==> src/sfw_pkg.sv <==
// Constants, register map and types for the supervisor flags and watchdog block.
package sfw_pkg;
   localparam int CLK_PERIOD_NS = 5;

   // Register byte addresses.
   localparam logic [7:0] ADDR_SUPPLY = 8'h00;
   localparam logic [7:0] ADDR_EVENT = 8'h04;
   localparam logic [7:0] ADDR_BUS = 8'h08;
   localparam logic [7:0] ADDR_WD_CTRL = 8'h0C;
   localparam logic [7:0] ADDR_WD_TRIG = 8'h10;
   localparam logic [7:0] ADDR_STATUS = 8'h14;

   // Rail index: battery, converter, regulator 2, regulator 3.
   localparam int RAIL_BATTERY = 0;
   localparam int RAIL_CONVERTER = 1;
   localparam int SUPPLY_UV_LSB = 0;
   localparam int SUPPLY_POK_LSB = 4;

   localparam int EV_BUS_WAKE = 0;
   localparam int EV_LOCAL_WAKE = 1;
   localparam int EV_OVT_WARN = 2;
   localparam int EV_OVERTEMP_RECOVERY_FLAG = 3;

   localparam int BUS_HIGH_TO_GROUND = 0;
   localparam int BUS_HIGH_TO_BATTERY = 1;
   localparam int BUS_LOW_TO_BATTERY = 2;
   localparam int BUS_LOW_TO_GROUND = 3;
   localparam int BUS_TXD_CLAMP = 4;
   localparam int BUS_TXD_RXD_SHORT = 5;
   localparam int BUS_DOM_CLAMP = 6;

   localparam int CTRL_PERIOD_LSB = 0;
   localparam logic [2:0] PERIOD_SEL_RST = 3'h0;
   localparam int STAT_STATE_LSB = 0;
   localparam int STAT_ATTEMPT_LSB = 2;
   localparam int STAT_TX_DISABLE = 4;
   localparam int STAT_SLEEP = 5;
   localparam int STAT_STANDBY = 6;
   localparam logic [1:0] LAST_ATTEMPT = 2'h2;

   // Times in ns and their cycle counts (least times rounded up).
   localparam int WAKE_REC_NS = 2000;
   localparam int WAKE_REC_CYC = (WAKE_REC_NS + CLK_PERIOD_NS - 1) / CLK_PERIOD_NS;
   localparam int LOCAL_FILTER_NS = 10000;
   localparam int LOCAL_FILTER_CYC = (LOCAL_FILTER_NS + CLK_PERIOD_NS - 1) / CLK_PERIOD_NS;
   localparam int SHORT_FILTER_NS [4] = '{2000, 2000, 2000, 2000};
   localparam int RECOVERY_PULSE_NS = 500;
   localparam int RECOVERY_PULSE_CYC = (RECOVERY_PULSE_NS + CLK_PERIOD_NS - 1) / CLK_PERIOD_NS;
   localparam int RESET_PULSE_NS = 2000;
   localparam int RESET_PULSE_CYC = (RESET_PULSE_NS + CLK_PERIOD_NS - 1) / CLK_PERIOD_NS;
   localparam int TXD_DOM_NS = 1000000;
   localparam int BUS_DOM_NS = 1000000;
   localparam int STARTUP_NS = 256000000;
   localparam int PERIOD_UNIT_NS = 4000000;

   typedef enum logic [1:0] {WD_STARTUP, WD_SERVED, WD_WINDOW, WD_SLEEP} sfw_wd_state_type;
endpackage : sfw_pkg

==> src/sfw_supervisor_flags_watchdog.sv <==
// Supply, wake, bus-fault flags and start-up/window watchdog with an Avalon-MM register slave.
`timescale 1ns/1ps
`default_nettype none
module sfw_supervisor_flags_watchdog #(
   parameter int TXD_DOM_CYC = (sfw_pkg::TXD_DOM_NS + sfw_pkg::CLK_PERIOD_NS - 1)
                               / sfw_pkg::CLK_PERIOD_NS,
   parameter int BUS_DOM_CYC = (sfw_pkg::BUS_DOM_NS + sfw_pkg::CLK_PERIOD_NS - 1)
                               / sfw_pkg::CLK_PERIOD_NS,
   parameter int STARTUP_CYC = sfw_pkg::STARTUP_NS / sfw_pkg::CLK_PERIOD_NS,
   parameter int PERIOD_UNIT_CYC = sfw_pkg::PERIOD_UNIT_NS / sfw_pkg::CLK_PERIOD_NS
) (
   input wire logic sys_clk,
   input wire logic reset_n,
   input wire logic clk_en,
   input wire logic [7:0] avs_address,
   input wire logic avs_read,
   input wire logic avs_write,
   input wire logic [31:0] avs_writedata,
   input wire logic [3:0] avs_byteenable,
   output logic [31:0] avs_readdata,
   output logic avs_waitrequest,
   input wire logic [3:0] rail_uv,
   input wire logic [3:0] rail_pok,
   input wire logic regulator1_uv,
   input wire logic temp_warn,
   input wire logic temp_recovered,
   input wire logic wake_remote,
   input wire logic wake_level,
   input wire logic [3:0] line_cmp,
   input wire logic txd,
   input wire logic rxd,
   input wire logic normal_mode,
   output logic interrupt_out_n,
   output logic reset_out_n,
   output logic standby_request,
   output logic sleep_request,
   output logic transceiver_off,
   output logic transmitter_disable
);
   // Register slave: one wait cycle, then the access is taken.
   logic ack_r;
   logic [31:0] readdata_r;
   logic [6:0] bus_seen_r;
   wire logic req = avs_read | avs_write;
   wire logic acc = req & ack_r & clk_en;
   wire logic rd_acc = avs_read & acc;
   wire logic wr_acc = avs_write & acc & avs_byteenable[0];
   wire logic wr_supply = wr_acc & (avs_address == sfw_pkg::ADDR_SUPPLY);
   wire logic wr_event = wr_acc & (avs_address == sfw_pkg::ADDR_EVENT);
   wire logic wr_ctrl = wr_acc & (avs_address == sfw_pkg::ADDR_WD_CTRL);
   wire logic wd_trig = wr_acc & (avs_address == sfw_pkg::ADDR_WD_TRIG);
   wire logic rd_bus = rd_acc & (avs_address == sfw_pkg::ADDR_BUS);
   assign avs_waitrequest = req & ~ack_r;
   assign avs_readdata = readdata_r;

   // Flag state.
   logic [3:0] uv_r, pok_r, pok_prev_r, ev_r;
   logic [6:0] bus_r;
   logic warn_prev_r, recov_prev_r, int_n_r;
   logic [3:0] ev_set;
   logic [6:0] bus_set;

   // Watchdog state.
   sfw_pkg::sfw_wd_state_type wd_state_r;
   logic [31:0] wd_cnt_r, rst_cnt_r;
   logic [1:0] attempts_r;
   logic [2:0] period_sel_r;
   logic reset_n_r, sleep_r, fire;

   // Transmit and bus clamp state.
   logic [31:0] txd_low_cnt_r, rxd_low_cnt_r;
   logic tx_clamp_r, short_r, txd_prev_r, rxd_prev_r, followed_r, good_pulse_r;

   wire logic [31:0] period_cyc = 32'(PERIOD_UNIT_CYC) << period_sel_r;
   wire logic window_open = wd_cnt_r >= (period_cyc >> 1);
   wire logic wd_run = ~regulator1_uv & reset_n_r;
   wire logic startup_expired = (wd_cnt_r == 32'(STARTUP_CYC - 1)) & ~wd_trig;

   wire logic [31:0] rd_mux =
      (avs_address == sfw_pkg::ADDR_SUPPLY) ? {24'h000000, pok_r, uv_r} :
      (avs_address == sfw_pkg::ADDR_EVENT) ? {28'h0000000, ev_r} :
      (avs_address == sfw_pkg::ADDR_BUS) ? {25'h0000000, bus_r} :
      (avs_address == sfw_pkg::ADDR_WD_CTRL) ? {29'h00000000, period_sel_r} :
      (avs_address == sfw_pkg::ADDR_STATUS) ?
         {25'h0000000, standby_request, sleep_r, transmitter_disable, attempts_r,
          2'(wd_state_r)} :
      32'h00000000;

   always_ff @(posedge sys_clk) begin
      if (!reset_n) begin
         ack_r <= 1'b0;
         readdata_r <= 32'h00000000;
         bus_seen_r <= 7'h00;
      end else if (clk_en) begin
         ack_r <= req & ~ack_r;
         if (avs_read & ~ack_r) begin
            readdata_r <= rd_mux;
            bus_seen_r <= bus_r;
         end
      end
   end

   // Supply flags: undervoltage is set by the comparators and held until power-ok, power-ok is a sticky event.
   wire logic [3:0] pok_clr = wr_supply ? avs_writedata[sfw_pkg::SUPPLY_POK_LSB +: 4] : 4'h0;
   wire logic [3:0] ev_clr = wr_event ? avs_writedata[3:0] : 4'h0;
   assign standby_request = uv_r[sfw_pkg::RAIL_BATTERY] | uv_r[sfw_pkg::RAIL_CONVERTER];
   assign transceiver_off = standby_request;
   assign transmitter_disable = tx_clamp_r | short_r;
   assign interrupt_out_n = int_n_r;
   assign reset_out_n = reset_n_r;
   assign sleep_request = sleep_r;

   always_ff @(posedge sys_clk) begin
      if (!reset_n) begin
         uv_r <= 4'h0;
         pok_r <= 4'h0;
         pok_prev_r <= 4'h0;
         ev_r <= 4'h0;
         bus_r <= 7'h00;
         warn_prev_r <= 1'b0;
         recov_prev_r <= 1'b0;
         int_n_r <= 1'b1;
      end else if (clk_en) begin
         uv_r <= rail_uv | (uv_r & ~rail_pok);
         pok_r <= (rail_pok & ~pok_prev_r) | (pok_r & ~pok_clr);
         pok_prev_r <= rail_pok;
         ev_r <= ev_set | (ev_r & ~ev_clr);
         bus_r <= bus_set | (bus_r & ~(rd_bus ? bus_seen_r : 7'h00));
         warn_prev_r <= temp_warn;
         recov_prev_r <= temp_recovered;
         int_n_r <= ~(|{uv_r, pok_r, ev_r, bus_r});
      end
   end

   assign ev_set[sfw_pkg::EV_OVT_WARN] = temp_warn & ~warn_prev_r;
   assign ev_set[sfw_pkg::EV_OVERTEMP_RECOVERY_FLAG] = temp_recovered & ~recov_prev_r;

   // Remote wake: dominant start, recessive of at least the minimum, second dominant start.
   logic rem_prev_r, rem_first_r;
   logic [15:0] rec_cnt_r;
   wire logic dom_start = rem_prev_r & ~wake_remote;
   wire logic rec_ok = rec_cnt_r == 16'(sfw_pkg::WAKE_REC_CYC);
   assign ev_set[sfw_pkg::EV_BUS_WAKE] = dom_start & rem_first_r & rec_ok;

   always_ff @(posedge sys_clk) begin
      if (!reset_n) begin
         rem_prev_r <= 1'b1;
         rem_first_r <= 1'b0;
         rec_cnt_r <= 16'h0000;
      end else if (clk_en) begin
         rem_prev_r <= wake_remote;
         if (!wake_remote) begin
            rec_cnt_r <= 16'h0000;
         end else if (!rec_ok) begin
            rec_cnt_r <= rec_cnt_r + 16'h0001;
         end
         if (dom_start) begin
            rem_first_r <= ~(rem_first_r & rec_ok);
         end
      end
   end

   // Local wake: the filter starts at the rising edge and fires once per high phase.
   logic [15:0] lw_cnt_r;
   assign ev_set[sfw_pkg::EV_LOCAL_WAKE] =
      wake_level & (lw_cnt_r == 16'(sfw_pkg::LOCAL_FILTER_CYC - 1));

   always_ff @(posedge sys_clk) begin
      if (!reset_n) begin
         lw_cnt_r <= 16'h0000;
      end else if (clk_en) begin
         if (!wake_level) begin
            lw_cnt_r <= 16'h0000;
         end else if (lw_cnt_r != 16'(sfw_pkg::LOCAL_FILTER_CYC)) begin
            lw_cnt_r <= lw_cnt_r + 16'h0001;
         end
      end
   end

   // Bus-line shorts: each comparator must stay high for its own filter time.
   genvar g;
   generate
      for (g = 0; g < 4; g++) begin : g_short
         localparam logic [15:0] FILT = 16'((sfw_pkg::SHORT_FILTER_NS[g]
                                   + sfw_pkg::CLK_PERIOD_NS - 1) / sfw_pkg::CLK_PERIOD_NS);
         logic [15:0] cnt_r;
         assign bus_set[g] = cnt_r == FILT;
         always_ff @(posedge sys_clk) begin
            if (!reset_n) begin
               cnt_r <= 16'h0000;
            end else if (clk_en) begin
               if (!line_cmp[g]) begin
                  cnt_r <= 16'h0000;
               end else if (cnt_r != FILT) begin
                  cnt_r <= cnt_r + 16'h0001;
               end
            end
         end
      end
   endgenerate

   // Transmit clamp, transmit-receive short and dominant bus clamp.
   wire logic txd_timeout = ~txd & (txd_low_cnt_r == 32'(TXD_DOM_CYC - 1));
   wire logic txd_rise = txd & ~txd_prev_r;
   wire logic short_seen = txd_rise & rxd & ~rxd_prev_r;
   wire logic pulse_ok = (txd_low_cnt_r >= 32'(sfw_pkg::RECOVERY_PULSE_CYC)) & ~followed_r;
   assign bus_set[sfw_pkg::BUS_TXD_CLAMP] = tx_clamp_r;
   assign bus_set[sfw_pkg::BUS_TXD_RXD_SHORT] = short_r;
   assign bus_set[sfw_pkg::BUS_DOM_CLAMP] = rxd_low_cnt_r == 32'(BUS_DOM_CYC);

   always_ff @(posedge sys_clk) begin
      if (!reset_n) begin
         txd_low_cnt_r <= 32'h00000000;
         rxd_low_cnt_r <= 32'h00000000;
         tx_clamp_r <= 1'b0;
         short_r <= 1'b0;
         txd_prev_r <= 1'b1;
         rxd_prev_r <= 1'b1;
         followed_r <= 1'b0;
         good_pulse_r <= 1'b0;
      end else if (clk_en) begin
         txd_prev_r <= txd;
         rxd_prev_r <= rxd;
         if (txd) begin
            txd_low_cnt_r <= 32'h00000000;
         end else if (txd_low_cnt_r != 32'(TXD_DOM_CYC)) begin
            txd_low_cnt_r <= txd_low_cnt_r + 32'h00000001;
         end
         if (rxd) begin
            rxd_low_cnt_r <= 32'h00000000;
         end else if (rxd_low_cnt_r != 32'(BUS_DOM_CYC)) begin
            rxd_low_cnt_r <= rxd_low_cnt_r + 32'h00000001;
         end
         followed_r <= txd ? 1'b0 : (followed_r | ~rxd);
         if (txd_timeout) begin
            tx_clamp_r <= 1'b1;
         end else if (tx_clamp_r && txd_rise) begin
            tx_clamp_r <= 1'b0;
            short_r <= short_seen;
            good_pulse_r <= 1'b0;
         end else if (short_r && txd_rise) begin
            // Recovery needs two clean low pulses that the receiver did not follow.
            good_pulse_r <= pulse_ok & ~good_pulse_r;
            short_r <= ~(pulse_ok & good_pulse_r);
         end
      end
   end

   // Watchdog: start-up attempts, window servicing and forced resets.
   always_comb begin
      fire = 1'b0;
      if (wd_run) begin
         case (wd_state_r)
            sfw_pkg::WD_STARTUP: fire = startup_expired & (attempts_r != sfw_pkg::LAST_ATTEMPT);
            sfw_pkg::WD_WINDOW: fire = normal_mode & ((wd_trig & ~window_open)
                               | (~wd_trig & (wd_cnt_r == period_cyc - 32'h00000001)));
            default: fire = 1'b0;
         endcase
      end
   end

   always_ff @(posedge sys_clk) begin
      if (!reset_n) begin
         rst_cnt_r <= 32'h00000000;
         reset_n_r <= 1'b1;
      end else if (clk_en) begin
         if (fire) begin
            rst_cnt_r <= 32'(sfw_pkg::RESET_PULSE_CYC);
         end else if (rst_cnt_r != 32'h00000000) begin
            rst_cnt_r <= rst_cnt_r - 32'h00000001;
         end
         reset_n_r <= ~(fire | (rst_cnt_r > 32'h00000001));
      end
   end

   always_ff @(posedge sys_clk) begin
      if (!reset_n) begin
         wd_state_r <= sfw_pkg::WD_STARTUP;
         wd_cnt_r <= 32'h00000000;
         attempts_r <= 2'h0;
         period_sel_r <= sfw_pkg::PERIOD_SEL_RST;
         sleep_r <= 1'b0;
      end else if (clk_en) begin
         if (wr_ctrl && (wd_state_r != sfw_pkg::WD_WINDOW || window_open)) begin
            period_sel_r <= avs_writedata[sfw_pkg::CTRL_PERIOD_LSB +: 3];
         end
         if (wd_run) begin
            case (wd_state_r)
               sfw_pkg::WD_STARTUP: begin
                  if (wd_trig) begin
                     attempts_r <= 2'h0;
                     wd_cnt_r <= 32'h00000000;
                     wd_state_r <= normal_mode ? sfw_pkg::WD_WINDOW : sfw_pkg::WD_SERVED;
                  end else if (startup_expired) begin
                     wd_cnt_r <= 32'h00000000;
                     if (attempts_r == sfw_pkg::LAST_ATTEMPT) begin
                        wd_state_r <= sfw_pkg::WD_SLEEP;
                        sleep_r <= 1'b1;
                     end else begin
                        attempts_r <= attempts_r + 2'h1;
                     end
                  end else begin
                     wd_cnt_r <= wd_cnt_r + 32'h00000001;
                  end
               end
               sfw_pkg::WD_SERVED: begin
                  if (normal_mode) begin
                     wd_state_r <= sfw_pkg::WD_WINDOW;
                     wd_cnt_r <= 32'h00000000;
                  end
               end
               sfw_pkg::WD_WINDOW: begin
                  if (!normal_mode) begin
                     wd_state_r <= sfw_pkg::WD_SERVED;
                  end else if (fire) begin
                     wd_state_r <= sfw_pkg::WD_STARTUP;
                     attempts_r <= 2'h0;
                     wd_cnt_r <= 32'h00000000;
                  end else if (wd_trig) begin
                     wd_cnt_r <= 32'h00000000;
                  end else begin
                     wd_cnt_r <= wd_cnt_r + 32'h00000001;
                  end
               end
               default: wd_state_r <= sfw_pkg::WD_SLEEP;
            endcase
         end
      end
   end

   property p_uv_set;
      @(posedge sys_clk) disable iff (!reset_n)
      clk_en && rail_uv[0] |=> uv_r[0] && standby_request && transceiver_off;
   endproperty
   a_uv_set: assert property (p_uv_set) else $error("battery undervoltage not flagged");

   property p_pok_rise;
      @(posedge sys_clk) disable iff (!reset_n)
      clk_en && $rose(rail_pok[1]) |=> pok_r[1];
   endproperty
   a_pok_rise: assert property (p_pok_rise) else $error("converter power-ok missed");

   property p_int;
      @(posedge sys_clk) disable iff (!reset_n)
      clk_en && (|bus_r) |=> !interrupt_out_n;
   endproperty
   a_int: assert property (p_int) else $error("interrupt not asserted for a flag");

   property p_set_wins;
      @(posedge sys_clk) disable iff (!reset_n)
      clk_en && bus_set[0] |=> bus_r[0];
   endproperty
   a_set_wins: assert property (p_set_wins) else $error("short flag lost on read");

   property p_txd_clamp;
      @(posedge sys_clk) disable iff (!reset_n)
      clk_en && txd_timeout |=> transmitter_disable ##1 (bus_r[4] || !clk_en);
   endproperty
   a_txd_clamp: assert property (p_txd_clamp) else $error("transmit clamp not taken");

   property p_wd_hold;
      @(posedge sys_clk) disable iff (!reset_n)
      regulator1_uv && wd_state_r != sfw_pkg::WD_SLEEP |=> $stable(wd_cnt_r);
   endproperty
   a_wd_hold: assert property (p_wd_hold) else $error("watchdog ran during undervoltage");

   property p_early;
      @(posedge sys_clk) disable iff (!reset_n)
      clk_en && wd_run && wd_state_r == sfw_pkg::WD_WINDOW && normal_mode && wd_trig
      && !window_open |=> !reset_out_n && wd_state_r == sfw_pkg::WD_STARTUP;
   endproperty
   a_early: assert property (p_early) else $error("early trigger did not reset");

   property p_sleep;
      @(posedge sys_clk) disable iff (!reset_n)
      clk_en && wd_run && wd_state_r == sfw_pkg::WD_STARTUP && startup_expired
      && attempts_r == sfw_pkg::LAST_ATTEMPT |=> sleep_request && reset_out_n;
   endproperty
   a_sleep: assert property (p_sleep) else $error("third start-up miss not sleep");

   property p_ack;
      @(posedge sys_clk) disable iff (!reset_n)
      clk_en && avs_waitrequest |=> !avs_waitrequest || !clk_en || !(avs_read || avs_write);
   endproperty
   a_ack: assert property (p_ack) else $error("register access waited too long");
endmodule : sfw_supervisor_flags_watchdog
`default_nettype wire

==> config.mk <==
export PLATFORM = sky130hd
export DESIGN_NAME = sfw_supervisor_flags_watchdog
export DESIGN_NICKNAME = d
export VERILOG_FILES = /design/src/sfw_pkg.sv /design/src/sfw_supervisor_flags_watchdog.sv
export SDC_FILE = /design/constraint.sdc
export NUM_CORES = 1
export LEC_CHECK = 0
export ABC_CLOCK_PERIOD_IN_PS = 6100
export BUFFER_PORTS_ARGS = -buffer_cell sky130_fd_sc_hd__buf_2
export CORE_MARGIN = 4
export CORE_UTILIZATION = 40
export DETAILED_ROUTE_END_ITERATION = 7
export GPL_TIMING_DRIVEN = 0
export RECOVER_POWER = 50
export SLEW_MARGIN = 10
export SYNTH_ARGS = -nofsm -noshare
export SYNTH_HDL_FRONTEND = slang
export SYNTH_SLANG_ARGS = --single-unit
==> constraint.sdc <==
create_clock -name sys_clk -period 6.1 [get_ports sys_clk]
set_clock_uncertainty 0.2 [all_clocks]
set_input_delay 0.305 -clock sys_clk [delete_from_list [all_inputs] [get_ports sys_clk]]
set_output_delay 0.305 -clock sys_clk [all_outputs]
set_load 0.1 [all_outputs]
==> summary.md, run 1 <==
| Metric | Value |
|---|---|
| Status | `finished, final reports clean` |
| Layout cells sized above 1 | `about 8.5%` |
| Max Freq | `approximately 0.18 GHz` |
| Layout area overhead | `16.3%` |
| Worst setup EP type | `flop` |
| Worst-skew pair later-pin latency | `530 ps` |
| Most frequent cells in the layout | `283 x dfxtp_1, 278 x nor2_1, 185 x nand2_1` |
| Crit path launch | `period_sel_r[1]$_SDFFE_PN0P_` |
| DP HPWL | `28600 um` |
| Port-buffer cells | `55` |
| Post-CTS Resized | `0` |
| Std-Cell Rows | `70` |
| Setup slack, reg-to-reg | `670 ps` |
| Startpoint Class | `flop` |
| Final wirelength | `39200 um` |
| # clock sinks | `283` |
| Unique masters post-synth | `76` |
| DRT Pass-1 Iters | `5` |
| Leading post-synthesis cells by cell area | `dfxtp_1 38%, nor2_1 6.9%, xor2_1 6.5%` |
| Most common cell after layout, fill and taps aside | `dfxtp_1` |
| Drt initial violations | `797` |
| Post-layout power | `5150 uW` |
| Die W | `about 200 um` |
| Antenna violations before repair | `1` |
| Final-report max-slew violation count | `0` |
| Post-route ant nets | `0` |
| Share of flip-flops with an asynchronous set or reset | `0%` |
| Number of synthesized register bits | `between 200 and 300` |
| GPL Wtd Cong | `between 0.8 and 0.9` |
| Core Region | `37000 um^2` |
| Max-cap violations | `0` |
| Multi-input gate area | `8820 um^2` |
| Req. time, crit path | `6350 ps` |
| Largest net degree at the start of global routing | `14` |
| DP Area | `16100 um^2` |
| Worst reg-to-reg path cell count | `16` |
| Number of global-route vias before repair | `12532` |
| Mean area per synthesized cell | `8.16 um^2` |
| Root buffer selected by CTS | `clkbuf_16` |
| Yosys top cell by area | `dfxtp_1` |
| RSZ-0062 raised after global routing | `no` |
| Reg area | `5670 um^2` |
| Tcrit/Tclk final | `between 80% and 90%` |
| Clock Path Buffers | `3` |
| Via Count | `13260` |
| Max FO, Critical Path | `10` |
| Ys Warns | `0` |
| Relative slew slack | `11.2%` |
| Worst VDD drop | `0.000242 V` |
| WS Path Type | `flop to flop` |
| Final instance area | `17600 um^2` |
| EDFF count, synth | `0` |
| Final hold vios | `0` |
| P_leak | `0.00640 uW` |
| Worst-path clk slew | `around 60 ps` |
| Ys flop type | `dfxtp_1` |
| GR Overflow Total | `0` |
| CTS tree | `yes` |
| Yosys top cell area share | `37.5%` |
| Starting density of the core | `roughly two fifths` |
| Worst Path Arrival | `5680 ps` |
| Post-CTS setup buffers | `0` |
| Die Height | `202 um` |
| First-pass GRT wire length | `64200 um` |
| Area of the mapped netlist | `between 15000 and 20000 um^2` |
| Post-synthesis sequential area ratio | `37.5%` |
| End of the critical path | `rst_cnt_r[18]$_SDFFE_PN0P_` |
| I/O pins | `108` |
| Fill count | `between 3000 and 4000` |
| PnR worst setup slack | `roughly 670 ps` |
| Reg-to-Reg End | `rst_cnt_r[18]$_SDFFE_PN0P_` |
| Crit path time final | `between 5000 and 6000 ps` |
| Worst-margin pin slew | `between 1000 and 1500 ps` |
| Fin Hold WS | `between 40 and 50 ps` |
| Hold path cells | `3` |
| Num CTS Buffers | `34` |
| DRC violations left | `0` |
| Final setup vio count | `0` |
| Total GRT Usage | `18.7%` |
| Die area | `40900 um^2` |
| H-tree depth | `2` |
| Pre-CTS WS | `701 ps` |
| Synth Instances | `1851` |
| TNS Setup | `0 ps` |
| Hold WC Path Type | `input port to flop` |
| PD cells | `293 nW/um^2` |
| Post-layout nets | `between 2000 and 2500` |
| Routed wire per std cell | `between 15 and 20 um` |
| Reg2reg start | `period_sel_r[1]$_SDFFE_PN0P_` |
| Drt via density | `5.25` |
==> cells by family after synthesis <==
family,synth area share (%)
mux,1.72
fa+ha+maj,4.86
flops,37.5
xor+xnor,11.3
other cells,0.0248
buf+inv,4.66
simple gates,29.2
compound gates,10.7
==> stage by stage <==
| stage | utilization, % | instances |
|---|---|---|
| finish | 47.5 | 2524 |
| global route | 47.5 | 2524 |
| CTS | 47.6 | 2523 |
| detailed placement | 43.6 | 2434 |
| global placement | 43.5 | 2433 |
| floorplan | - | 1874 |
==> routing by layer <==
| layer | track usage, % | vias to the layer above | share of wire [%] |
|---|---|---|---|
| met1 | 26.0 | 6253 | 48 |
| met4 | 5.46 | 0 | 2.4 |
| li1 | - | 6674 | - |
| met5 | 0 | - | 0 |
| met2 | 29.8 | 275 | 44 |
| met3 | 3.22 | 58 | 5.2 |
==> power breakdown <==
part	leakage, uW	internal (uW)	total, uW	switching, uW
clock	0.000582	1320	2130	804
sequential	0.00229	1950	2040	91.6
combinational	0.00353	359	977	618
total	0.00640	3630	5150	1510
==> cell usage after synthesis, types with 47 or more instances <==
cell type / instances
a21oi_1: 57
clkbuf_1: 48
dfxtp_1: 283
ha_1: 57
inv_1: 60
nand2_1: 185
nand3_1: 79
nand4_1: 68
nor2_1: 278
nor3_1: 47
o21ai_0: 57
xnor2_1: 81
xor2_1: 112
==> area by class of cell <==
type	instances	share of cell area [%]
antenna	1	0.0143
tap	504	3.59
inverter	62	1.33
clock inverter	12	1.05
sequential	283	32.3
clock buffer	48	5.72
timing repair buffer	85	3.14
multi-input combinational	1434	50.2
buffer	95	2.68
==> flip-flops by register name (all words and copies together), names as in the netlist, 8 cells and up <==
| register | cells |
|---|---|
| avs_readdata | 8 |
| rec_cnt_r | 16 |
| wd_cnt_r | 32 |
| rxd_low_cnt_r | 32 |
| lw_cnt_r | 16 |
| rst_cnt_r | 32 |
| txd_low_cnt_r | 32 |
| g_short.cnt_r | 64 |
==> critical path, cell delays in order (launching register included) <==
cell and delay (ps):
dfxtp_1 520, clkbuf_1 330, inv_1 240, ha_1 330, clkbuf_1 350, mux2i_1 280, ha_1 390, nand2_1 80
o211ai_1 190, nand2_1 80, a211oi_1 550, o22ai_1 180, a41oi_1 560, buf_2 360, nand2_2 190, clkbuf_1 320
a21oi_1 190
==> worst min-delay path by stage <==
stage	startpoint	end	slack [ps]
floorplan	rxd_prev_r$_SDFFE_PN1P_	rxd_prev_r$_SDFFE_PN1P_	220
global placement	rxd_prev_r$_SDFFE_PN1P_	rxd_prev_r$_SDFFE_PN1P_	230
detailed placement	rxd_prev_r$_SDFFE_PN1P_	rxd_prev_r$_SDFFE_PN1P_	230
CTS	normal_mode	wd_state_r[0]$_SDFFE_PN0P_	20
global route	normal_mode	wd_state_r[0]$_SDFFE_PN0P_	60
finish	normal_mode	wd_state_r[1]$_SDFFE_PN0P_	50
==> timing repair <==
action                                 in CTS  in global routing
endpoints found under the hold margin      42                  0
setup endpoints to repair                   0                  0
hold buffers                               29                  0
Note: power is estimated with default switching activity, not from simulation.
==> inputs of run 2 (changes only) <==
Settings changed: CELL_PAD_IN_SITES_DETAIL_PLACEMENT from default to 1, CELL_PAD_IN_SITES_GLOBAL_PLACEMENT from default to 2, PLACE_DENSITY_LB_ADDON from default to 0.1, SKIP_LAST_GASP from default to 1.
==> run 2 against run 1 <==
  * The run now ends with capacitance limit, slew limit left
  * Via count increased by 1.8%
  * Routed wire length is 14% higher
  * Non-clock buffer count stayed put
  * Sequential share of layout area decreased by 0.12 points
  * Total power is 2.2% higher
  * Global-route usage increased by 3.0 points
  * Register-to-register slack worse by 130 ps
  * Sequential power is essentially flat
==> summary.md, run 2 (synthesis results as in run 1) <==
| Metric | Value |
|---|---|
| Post-layout power | `5260 uW (was 5150 uW)` |
| Buf+Inv Stages, Crit Path | `5 (unchanged)` |
| Top delay family on crit path | `buffers and inverters (was compound AO/OA/AOI/OAI gates)` |
| Req. time, crit path | `6370 ps (was 6350 ps)` |
| First-pass GRT wire length | `73700 um (was 64200 um)` |
| HP Start | `reset_n (was normal_mode)` |
| Fill count | `4540 (was 3702)` |
| Drt initial violations | `609 (was 797)` |
| Post-CTS Resized | `0 (unchanged)` |
| Worst-path clk slew | `60 ps (about the same)` |
| Tcrit/Tclk final | `91.1% (was 89.0%)` |
| Total GRT Usage | `21.7% (was 18.7%)` |
| Hold path cells | `3 (unchanged)` |
| PD cells | `299 nW/um^2 (was 293 nW/um^2)` |
| Final setup vio count | `0 (unchanged)` |
| Crit path time final | `5560 ps (was 5430 ps)` |
| Max FFs per register | `64 (unchanged)` |
| GPL Wtd Cong | `0.847 (was 0.896)` |
| Die area | `40900 um^2 (unchanged)` |
| P_leak | `0.00643 uW (was 0.00640 uW)` |
| Crit-path slowest cell | `dfxtp_1 (was a41oi_1)` |
| Most common cell after layout, fill and taps aside | `dfxtp_1 (unchanged)` |
| Post-route ant nets | `0 (unchanged)` |
| Root buffer selected by CTS | `clkbuf_16 (unchanged)` |
| Max-cap violations | `1 (was 0)` |
| Worst-skew pair later-pin latency | `550 ps (was 530 ps)` |
| Antenna violations before repair | `1 (unchanged)` |
| TNS Setup | `0 ps (unchanged)` |
| Starting density of the core | `40.9% (unchanged)` |
| Post-CTS setup buffers | `0 (unchanged)` |
| DRT Pass-1 Iters | `5 (unchanged)` |
| Layout area overhead | `16.7% (was 16.3%)` |
| Critical-path cell list | `clkbuf_1 > inv_1 > ha_1 > clkbuf_1 > mux2i_1 > ha_1 > nand2_1 > o211ai_1 > nand2_1 > a211oi_1 > o22ai_1 > a41oi_1 > buf_2 > nand2_2 > clkbuf_1 > nor2_1 (was clkbuf_1 > inv_1 > ha_1 > clkbuf_1 > mux2i_1 > ha_1 > nand2_1 > o211ai_1 > nand2_1 > a211oi_1 > o22ai_1 > a41oi_1 > buf_2 > nand2_2 > clkbuf_1 > a21oi_1)` |
| Port-buffer cells | `55 (unchanged)` |
| GR Overflow Total | `0 (unchanged)` |
| Placed Cells | `2433 (was 2434)` |
| Die Height | `202 um (unchanged)` |
| I/O pins | `108 (unchanged)` |
| RSZ-0062 raised after global routing | `no (unchanged)` |
| Crit path largest cell delay | `550 ps (was 560 ps)` |
| Post-route insts no fill | `2529 (was 2524)` |
| CTS tree | `yes (unchanged)` |
| Via Count | `13501 (was 13260)` |
| H-tree depth | `2 (unchanged)` |
| Most frequent cells in the layout | `283 x dfxtp_1, 278 x nor2_1, 185 x nand2_1 (unchanged)` |
| Final Util | `47.7% (was 47.5%)` |
| Reg2reg start | `period_sel_r[1]$_SDFFE_PN0P_ (unchanged)` |
| Fin Hold WS | `83.3 ps (was 47.3 ps)` |
| Hold WC Path Type | `input port to flop (unchanged)` |
| DP HPWL | `32800 um (was 28600 um)` |
| Worst VDD drop | `0.000240 V (was 0.000242 V)` |
| Crit path launch | `period_sel_r[1]$_SDFFE_PN0P_ (unchanged)` |
| Largest net degree at the start of global routing | `14 (unchanged)` |
| Most common cell on crit path | `clkbuf_1 (unchanged)` |
| Post-layout nets | `2124 (was 2122)` |
| Hold_buf cts | `30 (was 29)` |
| Relative slew slack | `-14.9% (was 11.2%)` |
| Failing checks | `capacitance limit, slew limit` |
| Layout cells sized above 1 | `8.70% (was 8.52%)` |
| Core Region | `37000 um^2 (unchanged)` |
| Status | `finished, violations left (was finished, final reports clean)` |
| Worst-margin pin slew | `1700 ps (was 1340 ps)` |
| Worst Path Arrival | `5830 ps (was 5680 ps)` |
| Worst reg-to-reg path cell count | `16 (unchanged)` |
| Final wirelength | `44600 um (was 39200 um)` |
| Final hold vios | `0 (unchanged)` |
| Routed wire per std cell | `17.6 um (was 15.5 um)` |
| CP Depth | `16 (unchanged)` |
| Top reg by flops | `g_short.cnt_r (unchanged)` |
| Num CTS Buffers | `36 (was 34)` |
| Max Freq | `0.180 GHz (was 0.184 GHz)` |
| Number of global-route vias before repair | `13772 (was 12532)` |
| Startpoint Class | `flop (unchanged)` |
| Worst setup EP type | `flop (unchanged)` |
| # clock sinks | `283 (unchanged)` |
| Max FO, Critical Path | `10 (unchanged)` |
| Std-Cell Rows | `70 (unchanged)` |
| Die W | `202 um (unchanged)` |
| WS Path Type | `flop to flop (unchanged)` |
| Clock Path Buffers | `3 (unchanged)` |
| DRC violations left | `0 (unchanged)` |
| Final-report max-slew violation count | `8 (was 0)` |
| Drt via density | `5.34 (was 5.25)` |
## run 2: changes by cell type in the layout (fill, tap and decap cells not counted), sizes merged
cell / delta
dlygate4sd3: +1
clkinv: +3
clkbuf: +1
## run 2: per-stage QoR
step | instance area [um^2] | setup slack, ps
final | 17600 | 543
after CTS | 17600 | 526
after global placement | 16100 | 642
after detailed placement | 16100 | 540
after floorplan | 15200 | 2200
after global routing | 17600 | 125
## run 2: power by group
group	total, uW	leakage [uW]	switching [uW]	internal (uW)
Combinational	1000	0.00353	643	361
Clock	2220	0.000609	853	1360
Sequential	2040	0.00229	92.3	1950
Total	5260	0.00643	1590	3670
## run 2: final cells by class
| cell class | count | area [um^2] | share of cell area (%) |
|---|---|---|---|
| inverter | 62 | 233 | 1.32 |
| antenna | 1 | 2.50 | 0.0142 |
| timing repair buffer | 85 | 557 | 3.16 |
| clock inverter | 15 | 213 | 1.21 |
| multi-input combinational | 1434 | 8820 | 50.0 |
| buffer | 95 | 470 | 2.67 |
| clock buffer | 50 | 1030 | 5.86 |
| tap | 504 | 631 | 3.58 |
| sequential | 283 | 5670 | 32.1 |
## run 2: path summary, 6_finish.rpt
check | to | slack, ps
worst max-delay path | rst_cnt_r[13]$_SDFFE_PN0P_ | 540
worst min-delay path | avs_readdata[5]$_SDFFE_PN0P_ | 80
worst max register to register | rst_cnt_r[13]$_SDFFE_PN0P_ | 540
worst min register to register | rxd_prev_r$_SDFFE_PN1P_ | 250
## run 2: worst min-delay path: stages
cell	delay [ps]
buf_2	130
inv_1	270
a311oi_1	70
## run 2: metal layers
layer / routed length [um] / track usage [%]
met5: 0 / 0
met2: 20800 / 36.0
met4: 856 / 5.02
met1: 21600 / 29.8
met3: 1390 / 3.37
